`config.mk`:
```
export PLATFORM = sky130hd
export DESIGN_NAME = stu_setup_decode_flat
export DESIGN_NICKNAME = d
export VERILOG_FILES = /design/src/inc/stu_pkg.sv /design/src/inc/stu_link_if.sv /design/src/rtl/stu_face.sv /design/src/rtl/stu_setup_decode.sv /design/src/flat_wrapper.sv
export SDC_FILE = /design/constraint.sdc
export NUM_CORES = 1
export LEC_CHECK = 0
export BUFFER_PORTS_ARGS = -buffer_cell sky130_fd_sc_hd__buf_2
export CAP_MARGIN = 20
export CELL_PAD_IN_SITES_DETAIL_PLACEMENT = 0
export CELL_PAD_IN_SITES_GLOBAL_PLACEMENT = 2
export CORE_ASPECT_RATIO = 2
export CORE_MARGIN = 2
export CORE_UTILIZATION = 32
export CTS_CLUSTER_SIZE = 16
export DETAILED_ROUTE_END_ITERATION = 8
export GPL_TIMING_DRIVEN = 0
export HOLD_SLACK_MARGIN = 0.06
export PLACE_DENSITY = 0.84
export SETUP_SLACK_MARGIN = 0.1
export SLEW_MARGIN = 20
export SYNTH_ARGS = -nofsm -noshare
export SYNTH_HDL_FRONTEND = slang
export SYNTH_SLANG_ARGS = --single-unit
```
`constraint.sdc`:
```
create_clock -name clk_sys -period 4.9 [get_ports clk_sys]
set_input_delay 0.245 -clock clk_sys [delete_from_list [all_inputs] [get_ports clk_sys]]
set_output_delay 0.245 -clock clk_sys [all_outputs]
set_load 0.1 [all_outputs]
```
`src/inc/stu_pkg.sv`:
```
// Constants for the setup unit state decode and its clip-side partner.
// Assumes a single 200 MHz clock shared by both ends.
package stu_pkg;
    // Descriptor word selects on the link
    localparam logic SEL_SIZING = 1'h0;
    localparam logic SEL_VIEWPORT = 1'h1;
    // Sizing word fields
    localparam int SIZE_LSB = 19;
    localparam int SIZE_MSB = 23;
    localparam int COUNT_LSB = 11;
    localparam int COUNT_MSB = 18;
    localparam int STAT_BIT = 10;
    localparam logic [31:0] SIZING_MBZ_MASK = 32'hFF0003FF;
    // Viewport word fields
    localparam int VP_OFF_LSB = 5;
    localparam int VP_OFF_MSB = 31;
    localparam int VP_XFORM_BIT = 1;
    localparam int VP_WIND_BIT = 0;
    localparam logic [31:0] VIEWPORT_MBZ_MASK = 32'h0000001C;
    // Units and limits
    localparam int UNIT_BITS = 512;
    localparam logic [7:0] COUNT_MIN = 8'h01;
    localparam logic [7:0] COUNT_MAX = 8'h40;
    // Reset values of the applied sizing
    localparam logic [4:0] SIZE_RST = 5'h00;
    localparam logic [7:0] COUNT_RST = 8'h01;
    localparam logic [12:0] UNITS_RST = 13'h0001;
    // Winding encodings
    localparam logic WINDING_CLOCKWISE = 1'h0;
    localparam logic WINDING_COUNTERCLOCKWISE = 1'h1;
    // Primitive kinds
    typedef enum logic [1:0] {
        PRIM_POINT = 2'h0,
        PRIM_LINE = 2'h1,
        PRIM_TRIANGLE = 2'h2
    } stu_prim_t;
    // Host register offsets (word index on the software port)
    localparam logic [3:0] REG_SIZING = 4'h0;
    localparam logic [3:0] REG_VIEWPORT = 4'h1;
    localparam logic [3:0] REG_GSBA = 4'h2;
    localparam logic [3:0] REG_FENCE = 4'h3;
    localparam logic [3:0] REG_CTRL = 4'h4;
    localparam logic [3:0] REG_PRIM = 4'h5;
    localparam logic [3:0] REG_COUNT = 4'h6;
    localparam logic [3:0] REG_STATUS = 4'h7;
    localparam logic [3:0] REG_FETCH = 4'h8;
    // Host control bits
    localparam int CTRL_CLIP_EN = 0;
    localparam int CTRL_CLIP_STATS = 1;
endpackage

```
`src/inc/stu_link_if.sv`:
```
// Link between the clip-side partner and the setup unit state decode.
// Both ends run on clk_sys; no clocking block, the testbench joins them.
`timescale 1ns/1ps
interface stu_link_if;
    logic desc_wr;
    logic desc_sel;
    logic [31:0] desc_data;
    logic fence;
    logic [31:0] gsba;
    logic prim_valid;
    stu_pkg::stu_prim_t prim_type;
    logic prim_ccw;
    logic res_valid;
    stu_pkg::stu_prim_t res_type;
    logic res_front;
    logic res_xform;
    logic vp_fetch_req;
    logic [31:0] vp_fetch_addr;
    logic [31:0] clip_prim_counter;
    logic [4:0] active_size;
    logic [7:0] active_count;
    logic [12:0] active_units;
    logic count_err;
    logic mbz_err;

    modport device (
        input desc_wr, desc_sel, desc_data, fence, gsba, prim_valid, prim_type, prim_ccw,
        output res_valid, res_type, res_front, res_xform, vp_fetch_req, vp_fetch_addr,
        output clip_prim_counter, active_size, active_count, active_units, count_err, mbz_err
    );
    modport host (
        output desc_wr, desc_sel, desc_data, fence, gsba, prim_valid, prim_type, prim_ccw,
        input res_valid, res_type, res_front, res_xform, vp_fetch_req, vp_fetch_addr,
        input clip_prim_counter, active_size, active_count, active_units, count_err, mbz_err
    );
endinterface

```
`src/rtl/stu_face.sv`:
```
// Facing decision for one primitive from its screen-space orientation.
// Purely combinational; the caller registers the result.
`timescale 1ns/1ps
module stu_face (
    input wire stu_pkg::stu_prim_t prim_type,
    input wire logic prim_ccw,
    input wire logic winding,
    output logic front
);
    always_comb begin
        if (prim_type == stu_pkg::PRIM_TRIANGLE) begin
            // Clockwise front when winding is 0, counter-clockwise when 1
            front = (winding == stu_pkg::WINDING_COUNTERCLOCKWISE)
                ? prim_ccw : !prim_ccw;
        end else begin
            // Points and lines always count as front
            front = 1'b1;
        end
    end
endmodule

```
`src/rtl/stu_setup_decode.sv`:
```
// Setup unit state decode: device end of the link.
// Assumes the partner writes descriptor words and fences over stu_link_if on clk_sys.
`timescale 1ns/1ps
module stu_setup_decode (
    input wire logic clk_sys,
    input wire logic srst,
    stu_link_if.device link
);
    ////////////////////////////////////////////////////////////////////////////
    // Field decoding
    function automatic logic [4:0] entry_size(input logic [31:0] word);
        entry_size = word[stu_pkg::SIZE_MSB:stu_pkg::SIZE_LSB];
    endfunction

    function automatic logic [7:0] entry_count(input logic [31:0] word);
        entry_count = word[stu_pkg::COUNT_MSB:stu_pkg::COUNT_LSB];
    endfunction

    function automatic logic count_legal(input logic [7:0] count);
        count_legal = (count >= stu_pkg::COUNT_MIN) && (count <= stu_pkg::COUNT_MAX);
    endfunction

    function automatic logic mbz_set(input logic [31:0] word, input logic [31:0] mask);
        mbz_set = (word & mask) != 32'h00000000;
    endfunction

    function automatic logic [26:0] vp_offset(input logic [31:0] word);
        vp_offset = word[stu_pkg::VP_OFF_MSB:stu_pkg::VP_OFF_LSB];
    endfunction

    function automatic logic [12:0] units_total(input logic [7:0] count, input logic [4:0] size);
        // Size field holds units minus one
        units_total = 13'(count) * (13'(size) + 13'h0001);
    endfunction

    ////////////////////////////////////////////////////////////////////////////
    // Descriptor state
    logic [4:0] pend_size_r;
    logic [7:0] pend_count_r;
    logic [4:0] act_size_r;
    logic [7:0] act_count_r;
    logic [12:0] act_units_r;
    logic stat_en_r;
    logic xform_en_r;
    logic winding_r;
    logic count_err_r;
    logic mbz_err_r;
    logic sizing_wr;
    logic viewport_wr;
    logic [7:0] new_count;
    logic count_ok;

    assign sizing_wr = link.desc_wr && (link.desc_sel == stu_pkg::SEL_SIZING);
    assign viewport_wr = link.desc_wr && (link.desc_sel == stu_pkg::SEL_VIEWPORT);
    assign new_count = entry_count(link.desc_data);
    assign count_ok = count_legal(new_count);

    // Pending size is captured on the descriptor write, the count only when it is legal
    always_ff @(posedge clk_sys) begin
        if (srst) begin
            pend_size_r <= stu_pkg::SIZE_RST;
            pend_count_r <= stu_pkg::COUNT_RST;
        end else if (sizing_wr) begin
            pend_size_r <= entry_size(link.desc_data);
            if (count_ok) begin
                pend_count_r <= new_count;
            end
        end
    end

    // Pending sizing becomes active only at a fence
    always_ff @(posedge clk_sys) begin
        if (srst) begin
            act_size_r <= stu_pkg::SIZE_RST;
            act_count_r <= stu_pkg::COUNT_RST;
            act_units_r <= stu_pkg::UNITS_RST;
        end else if (link.fence) begin
            act_size_r <= pend_size_r;
            act_count_r <= pend_count_r;
            // Total allocation in 512-bit units: count times (size + 1)
            act_units_r <= units_total(pend_count_r, pend_size_r);
        end
    end

    // Statistics enable applies at once
    always_ff @(posedge clk_sys) begin
        if (srst) begin
            stat_en_r <= 1'b0;
        end else if (sizing_wr) begin
            stat_en_r <= link.desc_data[stu_pkg::STAT_BIT];
        end
    end

    // Viewport word
    always_ff @(posedge clk_sys) begin
        if (srst) begin
            xform_en_r <= 1'b0;
            winding_r <= stu_pkg::WINDING_CLOCKWISE;
        end else if (viewport_wr) begin
            xform_en_r <= link.desc_data[stu_pkg::VP_XFORM_BIT];
            winding_r <= link.desc_data[stu_pkg::VP_WIND_BIT];
        end
    end

    // Error flags, sticky until reset
    always_ff @(posedge clk_sys) begin
        if (srst) begin
            count_err_r <= 1'b0;
            mbz_err_r <= 1'b0;
        end else begin
            if (sizing_wr && !count_ok) begin
                count_err_r <= 1'b1;
            end
            if ((sizing_wr && mbz_set(link.desc_data, stu_pkg::SIZING_MBZ_MASK))
                || (viewport_wr && mbz_set(link.desc_data, stu_pkg::VIEWPORT_MBZ_MASK))) begin
                mbz_err_r <= 1'b1;
            end
        end
    end

    ////////////////////////////////////////////////////////////////////////////
    // Viewport state fetch
    logic vp_fetch_req_r;
    logic [31:0] vp_fetch_addr_r;

    always_ff @(posedge clk_sys) begin
        if (srst) begin
            vp_fetch_req_r <= 1'b0;
            vp_fetch_addr_r <= 32'h00000000;
        end else begin
            vp_fetch_req_r <= viewport_wr;
            if (viewport_wr) begin
                // Base plus 32-byte aligned offset, wrapping in 32 bits
                vp_fetch_addr_r <= link.gsba + {vp_offset(link.desc_data), 5'h00};
            end
        end
    end

    ////////////////////////////////////////////////////////////////////////////
    // Primitive path
    logic face_front;
    logic res_valid_r;
    stu_pkg::stu_prim_t res_type_r;
    logic res_front_r;
    logic res_xform_r;
    logic [31:0] counter_r;

    stu_face stu_face_i (
        .prim_type(link.prim_type),
        .prim_ccw(link.prim_ccw),
        .winding(winding_r),
        .front(face_front)
    );

    always_ff @(posedge clk_sys) begin
        if (srst) begin
            res_valid_r <= 1'b0;
            res_type_r <= stu_pkg::PRIM_POINT;
            res_front_r <= 1'b0;
            res_xform_r <= 1'b0;
        end else begin
            res_valid_r <= link.prim_valid;
            if (link.prim_valid) begin
                res_type_r <= link.prim_type;
                res_front_r <= face_front;
                res_xform_r <= xform_en_r;
            end
        end
    end

    // Clip primitive counter kept for the clip stage
    always_ff @(posedge clk_sys) begin
        if (srst) begin
            counter_r <= 32'h00000000;
        end else if (link.prim_valid && stat_en_r) begin
            counter_r <= counter_r + 32'h00000001;
        end
    end

    ////////////////////////////////////////////////////////////////////////////
    // Outputs
    assign link.res_valid = res_valid_r;
    assign link.res_type = res_type_r;
    assign link.res_front = res_front_r;
    assign link.res_xform = res_xform_r;
    assign link.vp_fetch_req = vp_fetch_req_r;
    assign link.vp_fetch_addr = vp_fetch_addr_r;
    assign link.clip_prim_counter = counter_r;
    assign link.active_size = act_size_r;
    assign link.active_count = act_count_r;
    assign link.active_units = act_units_r;
    assign link.count_err = count_err_r;
    assign link.mbz_err = mbz_err_r;
endmodule

```
`src/flat_wrapper.sv`:
```
// flat-port wrapper written by rule: the top's interface ports become plain ports
module stu_setup_decode_flat 
  (clk_sys, srst, link_desc_wr, link_desc_sel, link_desc_data, link_fence, link_gsba, link_prim_valid, link_prim_type, link_prim_ccw, link_res_valid, link_res_type, link_res_front, link_res_xform, link_vp_fetch_req, link_vp_fetch_addr, link_clip_prim_counter, link_active_size, link_active_count, link_active_units, link_count_err, link_mbz_err);
  stu_link_if link_i ();
  input wire logic clk_sys;
  input wire logic srst;
  input wire logic [$bits(link_i.desc_wr)-1:0] link_desc_wr;
  input wire logic [$bits(link_i.desc_sel)-1:0] link_desc_sel;
  input wire logic [$bits(link_i.desc_data)-1:0] link_desc_data;
  input wire logic [$bits(link_i.fence)-1:0] link_fence;
  input wire logic [$bits(link_i.gsba)-1:0] link_gsba;
  input wire logic [$bits(link_i.prim_valid)-1:0] link_prim_valid;
  input wire logic [$bits(link_i.prim_type)-1:0] link_prim_type;
  input wire logic [$bits(link_i.prim_ccw)-1:0] link_prim_ccw;
  output wire logic [$bits(link_i.res_valid)-1:0] link_res_valid;
  output wire logic [$bits(link_i.res_type)-1:0] link_res_type;
  output wire logic [$bits(link_i.res_front)-1:0] link_res_front;
  output wire logic [$bits(link_i.res_xform)-1:0] link_res_xform;
  output wire logic [$bits(link_i.vp_fetch_req)-1:0] link_vp_fetch_req;
  output wire logic [$bits(link_i.vp_fetch_addr)-1:0] link_vp_fetch_addr;
  output wire logic [$bits(link_i.clip_prim_counter)-1:0] link_clip_prim_counter;
  output wire logic [$bits(link_i.active_size)-1:0] link_active_size;
  output wire logic [$bits(link_i.active_count)-1:0] link_active_count;
  output wire logic [$bits(link_i.active_units)-1:0] link_active_units;
  output wire logic [$bits(link_i.count_err)-1:0] link_count_err;
  output wire logic [$bits(link_i.mbz_err)-1:0] link_mbz_err;
  assign link_i.desc_wr = link_desc_wr;
  assign link_i.desc_sel = link_desc_sel;
  assign link_i.desc_data = link_desc_data;
  assign link_i.fence = link_fence;
  assign link_i.gsba = link_gsba;
  assign link_i.prim_valid = link_prim_valid;
  assign link_i.prim_type = link_prim_type;
  assign link_i.prim_ccw = link_prim_ccw;
  assign link_res_valid = link_i.res_valid;
  assign link_res_type = link_i.res_type;
  assign link_res_front = link_i.res_front;
  assign link_res_xform = link_i.res_xform;
  assign link_vp_fetch_req = link_i.vp_fetch_req;
  assign link_vp_fetch_addr = link_i.vp_fetch_addr;
  assign link_clip_prim_counter = link_i.clip_prim_counter;
  assign link_active_size = link_i.active_size;
  assign link_active_count = link_i.active_count;
  assign link_active_units = link_i.active_units;
  assign link_count_err = link_i.count_err;
  assign link_mbz_err = link_i.mbz_err;
  stu_setup_decode u_core (.clk_sys(clk_sys), .srst(srst), .link(link_i));
endmodule
```
==> results.txt, run 1 <==
The accumulated negative setup slack was 0 ps; the clock-pin slew on the worst setup and hold paths was 60 ps. 171 I/O pins were placed. TritonCTS built the clock tree. Relative to the synthesized area, the layout overhead comes to 27.0%. The run gives 0.00724 mm2 as the post-synth design cell area.

Across all layers, the routed design uses 6654 vias. For this design the static power due to leakage is 4.19 nW. Once detailed placement completed, the half-perimeter wirelength came to 18.6 mm. In the routed layout, each cell is associated on average with a via count of 4.98.

The ratio of final minimum period to clock period is 92.4%. Cells fill 41.5% of the core in the end. The net count of the finished layout is 1192. Standard cell area after detailed placement: 0.00843 mm2. The count of distinct cell types in the synthesized netlist is 67. The run gives 4840 ps as the worst endpoint data arrival time. The run gives 43.4% as the clock network power share. The logs give 0 for the count of final hold-check violations and 2 for the initial antenna violation count. The flow ran to the end, and the final reports show no timing, DRC or antenna violations.

Setup repair after global routing left no endpoint under its margin. The count of endpoints failing setup in the final report is 0. Counting every sink on the clock net gives 114. Iteration count of the initial detailed-routing pass: 4. The proportion of total power due to net switching is 33.2%, and the core area is 0.0222 mm2. For this run, the number of Yosys warnings is 0. The share of cells above drive strength 1 was 22.8%; the total power of the final layout was 2.85 mW.

The initial utilization of the core area, before any placement, comes to 32.7%. For this run, asynchronously set or reset flops after synthesis account for 0%. Data on the critical path is required at its endpoint by 5210 ps. The share of the Yosys chip area taken by registers is 31.5%.

Counting I/O delays and the setup requirement, the final critical path takes 4530 ps. Mean area per synthesized cell: 8.56 um2. The most used flip-flop cell after synthesis is sky130_fd_sc_hd__dfxtp_1. Synthesis handed over a netlist of 846 instances.

Detailed router's first-iteration violation count: 180. The clock arrives with 9.11 ps of skew. Counting along the longest clock path gives a buffer depth of 2. After routing the design area is 0.00920 mm2. Later-pin clock latency in the skew report: 430 ps. The library cells used most frequently in the layout, excluding fill and tap cells, are sky130_fd_sc_hd__buf_2 (171), sky130_fd_sc_hd__dfxtp_1 (113), sky130_fd_sc_hd__nor2_1 (102), sky130_fd_sc_hd__nand2_1 (90), sky130_fd_sc_hd__a21oi_1 (64).

After detailed routing, the average wire length per cell comes to 17.2 um. The worst setup path is launched from a flip-flop. The power per unit of standard cell area is 310 mW/mm2, and the total routing usage reported by global routing is 20.0%.

The die is 110 um wide. The die is 217 um tall. The maximum operating frequency came out at 221 MHz.

The final count of pins violating max slew is 0, and the number of port buffers is 168. The number of placement rows is 77, and the leftover overflow at the end of global routing is 0. Hold is met by 91.8 ps.

The number of enable flip-flop cells after synthesis works out to 0. The worst pin sits at a relative slew slack of 42.2%. The H-tree depth is 4. Clock root buffer master: sky130_fd_sc_hd__clkbuf_16. Largest net degree at the start of global routing: 17. Highest net fanout along the worst path: 8.

The congestion estimate from routability-driven global placement came to 0.841. The transition time at the pin with the least slew margin was 858 ps. The total routed wirelength came out at 23.0 mm. For the net switching power of the design, the log shows 947 uW. The number of global-route vias before repair was 6870. The classification of the worst setup path is flip-flop to flip-flop. For the global-route wire length before repair, the log shows 36.0 mm. In this run the worst hold path is classified as input pin to flip-flop. Clock tree synthesis inserted a total of 17 buffers. IR analysis of the VDD net gives a maximum drop of 0.250 mV. The register bit total from synthesis was 114.

Per report_power, the combinational group accounts for 22.1% of the total. The die covers 0.0239 mm2. STA classifies the critical path endpoint as a flip-flop.

The tools report the post-synthesis net count as 993. The library cell used most frequently in the layout, excluding fill and tap cells, is sky130_fd_sc_hd__buf_2. The count of fill cells added during filler insertion came out at 2368.

After detailed routing, the number of remaining DRC violations is 0. Across the run, the number of max-cap violations was 0. Cell internal power was estimated by the tool at 1.90 mW. Once detail routing completed, the nets flagged for antenna violations numbered 0. The run gives 34.5% as the relative contribution of sequential cells to total power.
==> power groups by stage <==
stage / logic, mW / registers (mW) / clock network (mW)
after floorplan: 0.262 / 1.20 / 0
after global placement: 0.622 / 1.00 / 0
after detailed placement: 0.624 / 1.00 / 0
after CTS: 0.634 / 0.982 / 1.28
after global routing: 0.675 / 0.986 / 1.32
final: 0.629 / 0.983 / 1.24
==> area by class of cell <==
type | instances | area, um2 | area share [%]
Multi-Input combinational cell | 653 | 4660 | 50.6
Sequential cell | 114 | 2280 | 24.8
Timing Repair Buffer | 180 | 958 | 10.4
Clock buffer | 20 | 447 | 4.86
Tap cell | 276 | 345 | 3.76
Buffer | 37 | 210 | 2.29
Inverter | 42 | 158 | 1.71
Clock inverter | 12 | 133 | 1.44
Antenna cell | 2 | 5.00 | 0.0544
==> sequential cells by signal, indices dropped and copies added (netlist names), 2 cells and up <==
name                           count
u_core.pend_count_r                8
u_core.link.clip_prim_counter     32
u_core.link.active_units          13
u_core.link.active_size            5
u_core.pend_size_r                 5
u_core.link.res_type               2
u_core.link.vp_fetch_addr         32
u_core.link.active_count           8
==> worst max-delay path, stage by stage, from the launching register on <==
cell and delay [ps]:
sky130_fd_sc_hd__dfxtp_1 470, sky130_fd_sc_hd__nand3_1 170, sky130_fd_sc_hd__xnor2_2 400, sky130_fd_sc_hd__nand2_1 140
sky130_fd_sc_hd__fa_1 480, sky130_fd_sc_hd__fa_1 520, sky130_fd_sc_hd__fa_1 540, sky130_fd_sc_hd__inv_1 40
sky130_fd_sc_hd__ha_1 320, sky130_fd_sc_hd__a21o_1 170, sky130_fd_sc_hd__a21oi_1 230, sky130_fd_sc_hd__o21bai_1 170
sky130_fd_sc_hd__a2111oi_4 360, sky130_fd_sc_hd__nor2_1 80, sky130_fd_sc_hd__nor4b_1 140, sky130_fd_sc_hd__nand3b_1 170
==> path summary, 6_finish.rpt <==
kind | start | end | slack, ps | cells after the start
worst max-delay path | u_core.pend_size_r[2]$_SDFFE_PP0P_ | u_core.link.active_units[11]$_SDFFE_PP0P_ | 370 | 15
worst min-delay path | link_desc_wr | u_core.link.mbz_err$_SDFFE_PP0P_ | 90 | 3
worst max register to register | u_core.pend_size_r[2]$_SDFFE_PP0P_ | u_core.link.active_units[11]$_SDFFE_PP0P_ | 370 | 15
worst min register to register | u_core.link.vp_fetch_addr[18]$_SDFFE_PP0P_ | u_core.link.vp_fetch_addr[18]$_SDFFE_PP0P_ | 450 | 2
==> through the flow <==
| stage | std cells | worst slack [ps] |
|---|---|---|
| detailed placement | 1290 | -246 |
| floorplan | 846 | 509 |
| finish | 1336 | 373 |
| CTS | 1333 | 143 |
| global placement | 1290 | -192 |
| global route | 1336 | 116 |
==> per-layer routing <==
metal	up-vias	wire [um]	global-route usage [%]	part of all wire, %
li1	3324	-	-	-
met3	41	727	3.26	3.2
met5	-	0	0	0
met2	155	13500	39.3	59
met1	3134	7920	19.0	34
met4	0	837	10.0	3.6
==> Yosys cell counts, drive strengths merged (4+ instances only) <==
library cell,count,share of area (%)
nor3,11,1.1
mux2i,35,4.8
nand4,13,1.1
nand2b,12,1.0
xnor2,30,3.6
xor2,29,3.5
a21o,10,1.1
clkbuf,19,0.98
nor2b,11,0.95
or3,8,0.76
buf,18,1.9
o21ai,25,1.8
o21bai,5,0.52
and2,29,2.5
a211oi,11,1.2
nand2,90,4.7
o211ai,4,0.41
ha,49,8.5
and3,9,0.78
nand3,26,1.8
or2,4,0.35
fa,25,6.9
nor2,103,5.3
inv,41,2.1
dfxtp,114,32
a21oi,65,4.6
==> logic make-up (layout without fill, tap and decap cells) <==
family          count (synthesis)  in the layout  share of synthesized area, %
fa+ha+maj                      74             74                          15.4
compound gates                153            153                          13.9
flops                         114            114                          31.5
simple gates                  332            332                          22.1
mux                            35             35                          4.84
buf+inv                        79            291                          5.08
other cells                     0              2                             0
xor+xnor                       59             59                          7.14
==> repair_timing <==
item | CTS | global route
setup endpoints to repair | 2 | 3
resized for setup | 6 | 5
pin swaps | 0 | 2
hold buffers | 11 | 0
hold endpoints to repair | 11 | 0
setup buffers | 0 | 1
Note: power is estimated with default switching activity, not from simulation.
==> run 2, diff against run 1 <==
--- a/config.mk
+++ b/config.mk
@@ -16,7 +16,7 @@
 export DETAILED_ROUTE_END_ITERATION = 8
 export GPL_TIMING_DRIVEN = 0
 export HOLD_SLACK_MARGIN = 0.06
-export PLACE_DENSITY = 0.84
+export PLACE_DENSITY_LB_ADDON = 0.1
 export SETUP_SLACK_MARGIN = 0.1
 export SLEW_MARGIN = 20
 export SYNTH_ARGS = -nofsm -noshare
==> results.txt, run 2 (synthesized netlist as in run 1, its figures left out) <==
The flow ran to the end, and the final reports show no timing, DRC or antenna violations. The internal cell power came out at 2.06 mW (+8.1%). CTS placed an instance of sky130_fd_sc_hd__clkbuf_16 at the clock tree root. The worst relative slew slack is 47.1% (+4.8 points).

STA classifies the critical path startpoint as a flip-flop. The final critical delay including setup and external delays came out at 4590 ps (+65.2 ps). For the accumulated negative setup slack, the log shows 0 ps (unchanged). The logs give 0 (unchanged) for the count of final hold-check violations and 171 (unchanged) for the number of I/O pins.

Chip width: 110 um (unchanged). The static leakage is 4.22 nW (+0.59%), and the clock network power share is 46.1% (+2.7 points). TritonCTS built the clock tree. The most common cell after layout, fill and taps aside is sky130_fd_sc_hd__buf_2.

The tools report the share of total power in combinational logic as 21.1% (-1.0 points). The number of placement rows was 77 (unchanged). The clock-pin slew on the worst setup and hold paths works out to 60 ps (about the same). The post-DP HPWL came out at 18.8 mm (+1.1%). The number of nets at the end of the flow is 1189 (-0.25%), and the core area is 0.0222 mm2 (unchanged). For the relative contribution of sequential cells to total power, the log shows 32.9% (-1.6 points). The logs give 5210 ps (about the same) for the data required time of the critical path and 6568 (-1.3%) for the count of vias placed by the detailed router. The run gives 430 ps (about the same) as the later-pin clock latency in the skew report.

The routed length per placed instance came out at 17.4 um (+1.5%). For the final clock skew, the log shows 7.04 ps (-2.07 ps). The number of buffers added by the clock tree synthesis step was 17 (unchanged); the share of cells above drive strength 1 was 22.8% (about the same). The run gives 17 (unchanged) as the largest net degree at the start of global routing.

The antenna violation net count after detailed routing was 0 (unchanged). The final count of pins violating max slew is 0 (unchanged), and the number of clock sinks is 114 (unchanged). The number of port buffers came out at 168 (unchanged). The proportion of total power due to net switching is 31.2% (-2.0 points), and the area of all placed cells without fillers is 0.00923 mm2 (+0.37%).

The iteration count of the initial detailed-routing pass was 4 (unchanged). Setup repair after global routing could not meet its margin everywhere. The maximum operating frequency came out at 218 MHz (-1.4%). For the final estimated routing congestion in global placement, the log shows 0.817 (-2.9%).

The area growth from synthesis to layout is 27.5%. The ratio of final minimum period to clock period works out to 93.7% (+1.3 points). The worst endpoint data arrival time was 4900 ps (+60 ps); the leftover overflow at the end of global routing was 0 (unchanged). The classification of the worst setup path is flip-flop to flip-flop.

For the starting density of the core, the log shows 32.7% (unchanged). The largest vdd supply drop came out at 0.183 mV (-27%). The power per unit of standard cell area was 324 mW/mm2 (+4.5%); the total routed wirelength was 23.2 mm (+1.2%). The tools report the H-tree depth as 4 (unchanged). The die boundary height was 217 um (unchanged). STA classifies the critical path endpoint as a flip-flop. DRC violation count after routing: 0 (unchanged).

The min-delay analysis places its worst path in the category input pin to flip-flop. The die outline area is 0.0239 mm2 (unchanged). Number of violations of the max-capacitance limit: 0 (unchanged). The detailed router's first-iteration violation count was 167 (-7.2%); the buffer depth of the longest clock path was 2 (unchanged). The highest net fanout along the worst path was 5 (-3).

In the layout the commonest cells are sky130_fd_sc_hd__buf_2 (171), sky130_fd_sc_hd__dfxtp_1 (114), sky130_fd_sc_hd__nor2_1 (102), sky130_fd_sc_hd__nand2_1 (90), sky130_fd_sc_hd__a21oi_1 (64). The transition time at the pin with the least slew margin came out at 794 ps (-64.7 ps). The via-per-instance ratio is 4.93 (-1.1%), and the net switching power of the design is 933 uW (-1.5%). The total routing usage reported by global routing is 20.4% (+0.35 points). The number of placed instances with taps included is 1290 (unchanged), and the hold slack is 84.7 ps (-7.14 ps). The logs give 0 (unchanged) for the count of endpoints failing setup in the final report and 5 (+3) for the initial antenna violation count. The standard cell area after detailed placement is 0.00843 mm2 (unchanged), and the global-route wire length before repair is 36.1 mm (+0.42%). The number of standard cells in the layout, taps in and fillers out was 1333 (-0.22%); the number of global-route vias before repair was 6790 (-1.2%).
==> run 2: cell count changes in the layout (fill, tap and decap cells not counted), sizes merged <==
cell and delta:
clkbuf +3, clkinvlp -3, clkinv -2, bufinv +2
inv -1, diode +1, dlygate4sd3 -3
==> run 2: critical path, stage by stage (launching register included) <==
cell	delay, ps
sky130_fd_sc_hd__dfxtp_1	400
sky130_fd_sc_hd__ha_2	230
sky130_fd_sc_hd__nand3_1	190
sky130_fd_sc_hd__xnor2_4	290
sky130_fd_sc_hd__nand2_1	110
sky130_fd_sc_hd__fa_1	520
sky130_fd_sc_hd__fa_1	520
sky130_fd_sc_hd__fa_1	550
sky130_fd_sc_hd__inv_1	40
sky130_fd_sc_hd__ha_1	320
sky130_fd_sc_hd__a21o_1	170
sky130_fd_sc_hd__a21oi_1	230
sky130_fd_sc_hd__o21bai_1	140
sky130_fd_sc_hd__a2111oi_2	360
sky130_fd_sc_hd__nor2_1	80
sky130_fd_sc_hd__nor4b_1	140
sky130_fd_sc_hd__nand3b_1	170
==> run 2: final cells by class <==
cell class / instances / area [um2]
clock buffers: 23 / 498
inverters: 42 / 158
plain buffers: 37 / 210
multi-input cells: 653 / 4650
repair buffers: 177 / 928
fillers: 2422 / 12900
diodes: 3 / 7.51
flip-flops and latches: 114 / 2280
well taps: 276 / 345
clock inverters: 8 / 148
==> run 2: final timing paths <==
kind                                                            startpoint                                         end  slack, ps  depth (start not counted)
worst min register to register  u_core.link.vp_fetch_addr[23]$_SDFFE_PP0P_  u_core.link.vp_fetch_addr[23]$_SDFFE_PP0P_        450                          2
worst max register to register          u_core.pend_size_r[1]$_SDFFE_PP0P_   u_core.link.active_units[11]$_SDFFE_PP0P_        310                         16
worst min-delay path                                    link_desc_data[10]               u_core.stat_en_r$_SDFFE_PP0P_         80                          3
worst max-delay path                    u_core.pend_size_r[1]$_SDFFE_PP0P_   u_core.link.active_units[11]$_SDFFE_PP0P_        310                         16
==> run 2: repair_timing <==
action	in CTS	in global routing
resized for setup	6	4
hold buffers	8	0
pin swaps	0	3
buffers inserted	0	1
hold endpoints to repair	8	0
endpoints found under the setup margin	3	3
==> run 2: per-layer routing <==
metal / global-route usage (%) / vias to the layer above / routed length (um)
met1: 19.4 / 3093 / 8210
met2: 40.4 / 121 / 13600
met3: 4.49 / 36 / 850
met5: 0 / - / 32
met4: 7.63 / 4 / 561
li1: - / 3314 / -
==> run 2: power groups by stage <==
| stage | Combinational (mW) | Sequential (mW) | Clock [mW] |
|---|---|---|---|
| global route | 0.679 | 0.987 | 1.45 |
| finish | 0.629 | 0.983 | 1.38 |
| floorplan | 0.262 | 1.20 | 0 |
| CTS | 0.638 | 0.983 | 1.41 |
| global placement | 0.629 | 1.00 | 0 |
| detailed placement | 0.629 | 1.00 | 0 |
==> run 2: metrics by stage <==
| stage | total power [mW] | setup WS, ps | utilization [%] |
|---|---|---|---|
| floorplan | 1.46 | 509 | - |
| global placement | 1.63 | -218 | 38.0 |
| detailed placement | 1.63 | -270 | 38.0 |
| CTS | 3.03 | 132 | 41.5 |
| global route | 3.12 | 74.4 | 41.6 |
| finish | 2.99 | 308 | 41.7 |
==> run 3, diff against run 2 <==
==> constraint.sdc (replaced) <==
create_clock -name clk_sys -period 5.24 [get_ports clk_sys]
set_input_delay 0.262 -clock clk_sys [delete_from_list [all_inputs] [get_ports clk_sys]]
set_output_delay 0.262 -clock clk_sys [all_outputs]
set_load 0.1 [all_outputs]
==> results.txt, run 3 (synthesized netlist as in run 1, its figures left out) <==
The run finished with clean final reports. The tools report the number of nets at the end of the flow as 1185 (-0.34%). The number of buffers added by the clock tree synthesis step was 17 (unchanged); the transition time at the pin with the least slew margin was 798 ps (+4.82 ps). The highest net fanout along the worst path is 8 (+3). The worst min-delay path category is input pin to flip-flop.

The final estimated routing congestion in global placement was 0.817 (unchanged); the die boundary height was 217 um (unchanged). For the hold slack, the log shows 94.8 ps (+10.1 ps). The logs give 23.3 mm (about the same) for the total routed wirelength and 4 (unchanged) for the iteration count of the initial detailed-routing pass. For the number of clock sinks, the log shows 114 (unchanged). The maximum operating frequency is 206 MHz (-5.4%). DRC violation count after routing: 0 (unchanged).

The worst setup slack after layout came out at 387 ps (+79.1 ps). The logs give 46.1% (about the same) for the clock network power share and 0 (unchanged) for the leftover overflow at the end of global routing. The initial antenna violation count is 5 (unchanged), and the worst relative slew slack is 46.8% (-0.32 points). The share of cells above drive strength 1 works out to 22.4% (-0.39 points). The static leakage is 4.20 nW (-0.42%), and the number of placement rows is 77 (unchanged). The logs give 171 (unchanged) for the number of I/O pins and 0.171 mV (-6.3%) for the largest vdd supply drop.

The area taken by flip-flops and latches came out at 0.00228 mm2 (unchanged). The ratio of final minimum period to clock period is 92.6% (-1.1 points). The power per unit of standard cell area was 305 mW/mm2 (-5.9%); the global-route wire length before repair was 36.1 mm (about the same). The logs give 0 ps (unchanged) for the accumulated negative setup slack and 430 ps (about the same) for the later-pin clock latency in the skew report.

TritonCTS built the clock tree. In the layout the commonest cells are sky130_fd_sc_hd__buf_2 (171), sky130_fd_sc_hd__dfxtp_1 (114), sky130_fd_sc_hd__nor2_1 (103), sky130_fd_sc_hd__nand2_1 (90), sky130_fd_sc_hd__a21oi_1 (64). The via-per-instance ratio is 4.94 (+0.16%), and the pre-CTS setup slack is 69.8 ps (+340 ps).

The final critical delay including setup and external delays is 4850 ps (+261 ps). Leaving out fill and tap cells, the most frequent cell in the layout is sky130_fd_sc_hd__buf_2. The die outline area is 0.0239 mm2 (unchanged), and the layout-stage area growth over the synthesis result is 26.6%. The worst endpoint data arrival time is 5160 ps (+260 ps), and the area of the multi-input gates is 0.00462 mm2 (-0.62%). Relative contribution of sequential cells to total power: 32.9% (about the same). The data required time of the critical path was 5550 ps (+340 ps). The routed length per placed instance was 17.5 um (+0.34%). Buffers inserted during post-CTS setup optimization: 0 (unchanged). The tools report the type of element launching the critical path as a flip-flop. The endpoint kind of the worst setup timing path was a flip-flop. The logs give 6559 (-0.14%) for the count of vias placed by the detailed router and 20.4% (about the same) for the total routing usage reported by global routing.

The post-DP HPWL came out at 18.8 mm (unchanged). Clock tree synthesis selected as its root buffer the cell sky130_fd_sc_hd__clkbuf_16. The count of fill cells added during filler insertion is 2428 (+0.25%), and the number of port buffers is 168 (unchanged). The tools report the number of violations of the max-capacitance limit as 0 (unchanged).

Setup repair after global routing left no endpoint under its margin. The final count of pins violating max slew was 0 (unchanged). The logs give 7.78 ps (+0.736 ps) for the final clock skew and 0 (unchanged) for the count of endpoints failing setup in the final report. The run gives 6771 (-0.28%) as the number of global-route vias before repair. The proportion of total power due to net switching is 31.2% (about the same), and the chip width is 110 um (unchanged). Antenna violation net count after detailed routing: 0 (unchanged). The core area was 0.0222 mm2 (unchanged). Starting density of the core: 32.7% (unchanged).

The clock-pin slew on the worst setup and hold paths works out to 50 ps (about the same). Classification of the worst setup path: flip-flop to flip-flop. For the standard cell area after detailed placement, the log shows 0.00843 mm2 (unchanged). The run gives 21.0% (about the same) as the share of total power in combinational logic. The area of all placed cells without fillers is 0.00916 mm2 (-0.72%), and the net switching power of the design is 871 uW (-6.6%).

The largest net degree at the start of global routing was 17 (unchanged); the count of final hold-check violations was 0 (unchanged). The internal cell power was 1.92 mW (-6.6%); the detailed router's first-iteration violation count was 146 (-13%). The buffer depth of the longest clock path is 2 (unchanged), and the H-tree depth is 4 (unchanged).
## run 3: repair_timing
action / CTS / global route
resized for setup: 1 / 3
endpoints found under the setup margin: 1 / 2
hold endpoints to repair: 5 / 0
hold buffers: 5 / 0
cloned: 0 / 0
## run 3: power groups by stage
| stage | clock network (mW) | registers (mW) | logic [mW] |
|---|---|---|---|
| after floorplan | 0 | 1.12 | 0.245 |
| after global placement | 0 | 0.936 | 0.588 |
| after detailed placement | 0 | 0.937 | 0.588 |
| after CTS | 1.32 | 0.918 | 0.593 |
| after global routing | 1.36 | 0.923 | 0.632 |
| final | 1.29 | 0.919 | 0.586 |
## run 3: final timing paths
path	from	to	slack [ps]	depth (start not counted)
worst max-delay path	u_core.pend_size_r[1]$_SDFFE_PP0P_	u_core.link.active_units[11]$_SDFFE_PP0P_	390	16
worst min-delay path	link_desc_data[19]	u_core.pend_size_r[0]$_SDFFE_PP0P_	90	3
worst max register to register	u_core.pend_size_r[1]$_SDFFE_PP0P_	u_core.link.active_units[11]$_SDFFE_PP0P_	390	16
worst min register to register	u_core.link.vp_fetch_addr[23]$_SDFFE_PP0P_	u_core.link.vp_fetch_addr[23]$_SDFFE_PP0P_	450	2
## run 3: metal layers
layer	vias to the layer above	GRT usage, %	part of all wire [%]
met2	117	40.4	58
met4	4	7.63	2.4
met5	-	0	0.14
met3	35	4.49	3.6
li1	3305	-	-
met1	3098	19.4	35
## run 3: critical path, cell delays in order, from the launching register on
cell	delay, ps
sky130_fd_sc_hd__dfxtp_1	400
sky130_fd_sc_hd__ha_1	230
sky130_fd_sc_hd__nand3_1	190
sky130_fd_sc_hd__xnor2_4	320
sky130_fd_sc_hd__nand2_1	120
sky130_fd_sc_hd__fa_1	520
sky130_fd_sc_hd__fa_1	520
sky130_fd_sc_hd__fa_1	550
sky130_fd_sc_hd__inv_1	40
sky130_fd_sc_hd__ha_1	320
sky130_fd_sc_hd__a21o_1	170
sky130_fd_sc_hd__a21oi_1	240
sky130_fd_sc_hd__o21bai_1	120
sky130_fd_sc_hd__a2111oi_0	570
sky130_fd_sc_hd__nor2_1	100
sky130_fd_sc_hd__nor4b_1	150
sky130_fd_sc_hd__nand3b_1	170
## run 3: stage by stage
step	instances	utilization [%]	power (mW)
2_1_floorplan	846	-	1.37
3_3_place_gp	1290	38.0	1.52
3_5_place_dp	1290	38.0	1.53
4_1_cts	1326	41.2	2.83
5_1_grt	1327	41.3	2.91
6_report	1329	41.4	2.79
## run 3: area by class of cell
| class | count | area share [%] |
|---|---|---|
| multi-input combinational | 653 | 50.5 |
| sequential | 114 | 24.9 |
| timing repair buffer | 173 | 9.72 |
| clock buffer | 23 | 5.43 |
| tap | 276 | 3.77 |
| buffer | 37 | 2.29 |
| inverter | 42 | 1.72 |
| clock inverter | 8 | 1.61 |
| antenna | 3 | 0.0819 |
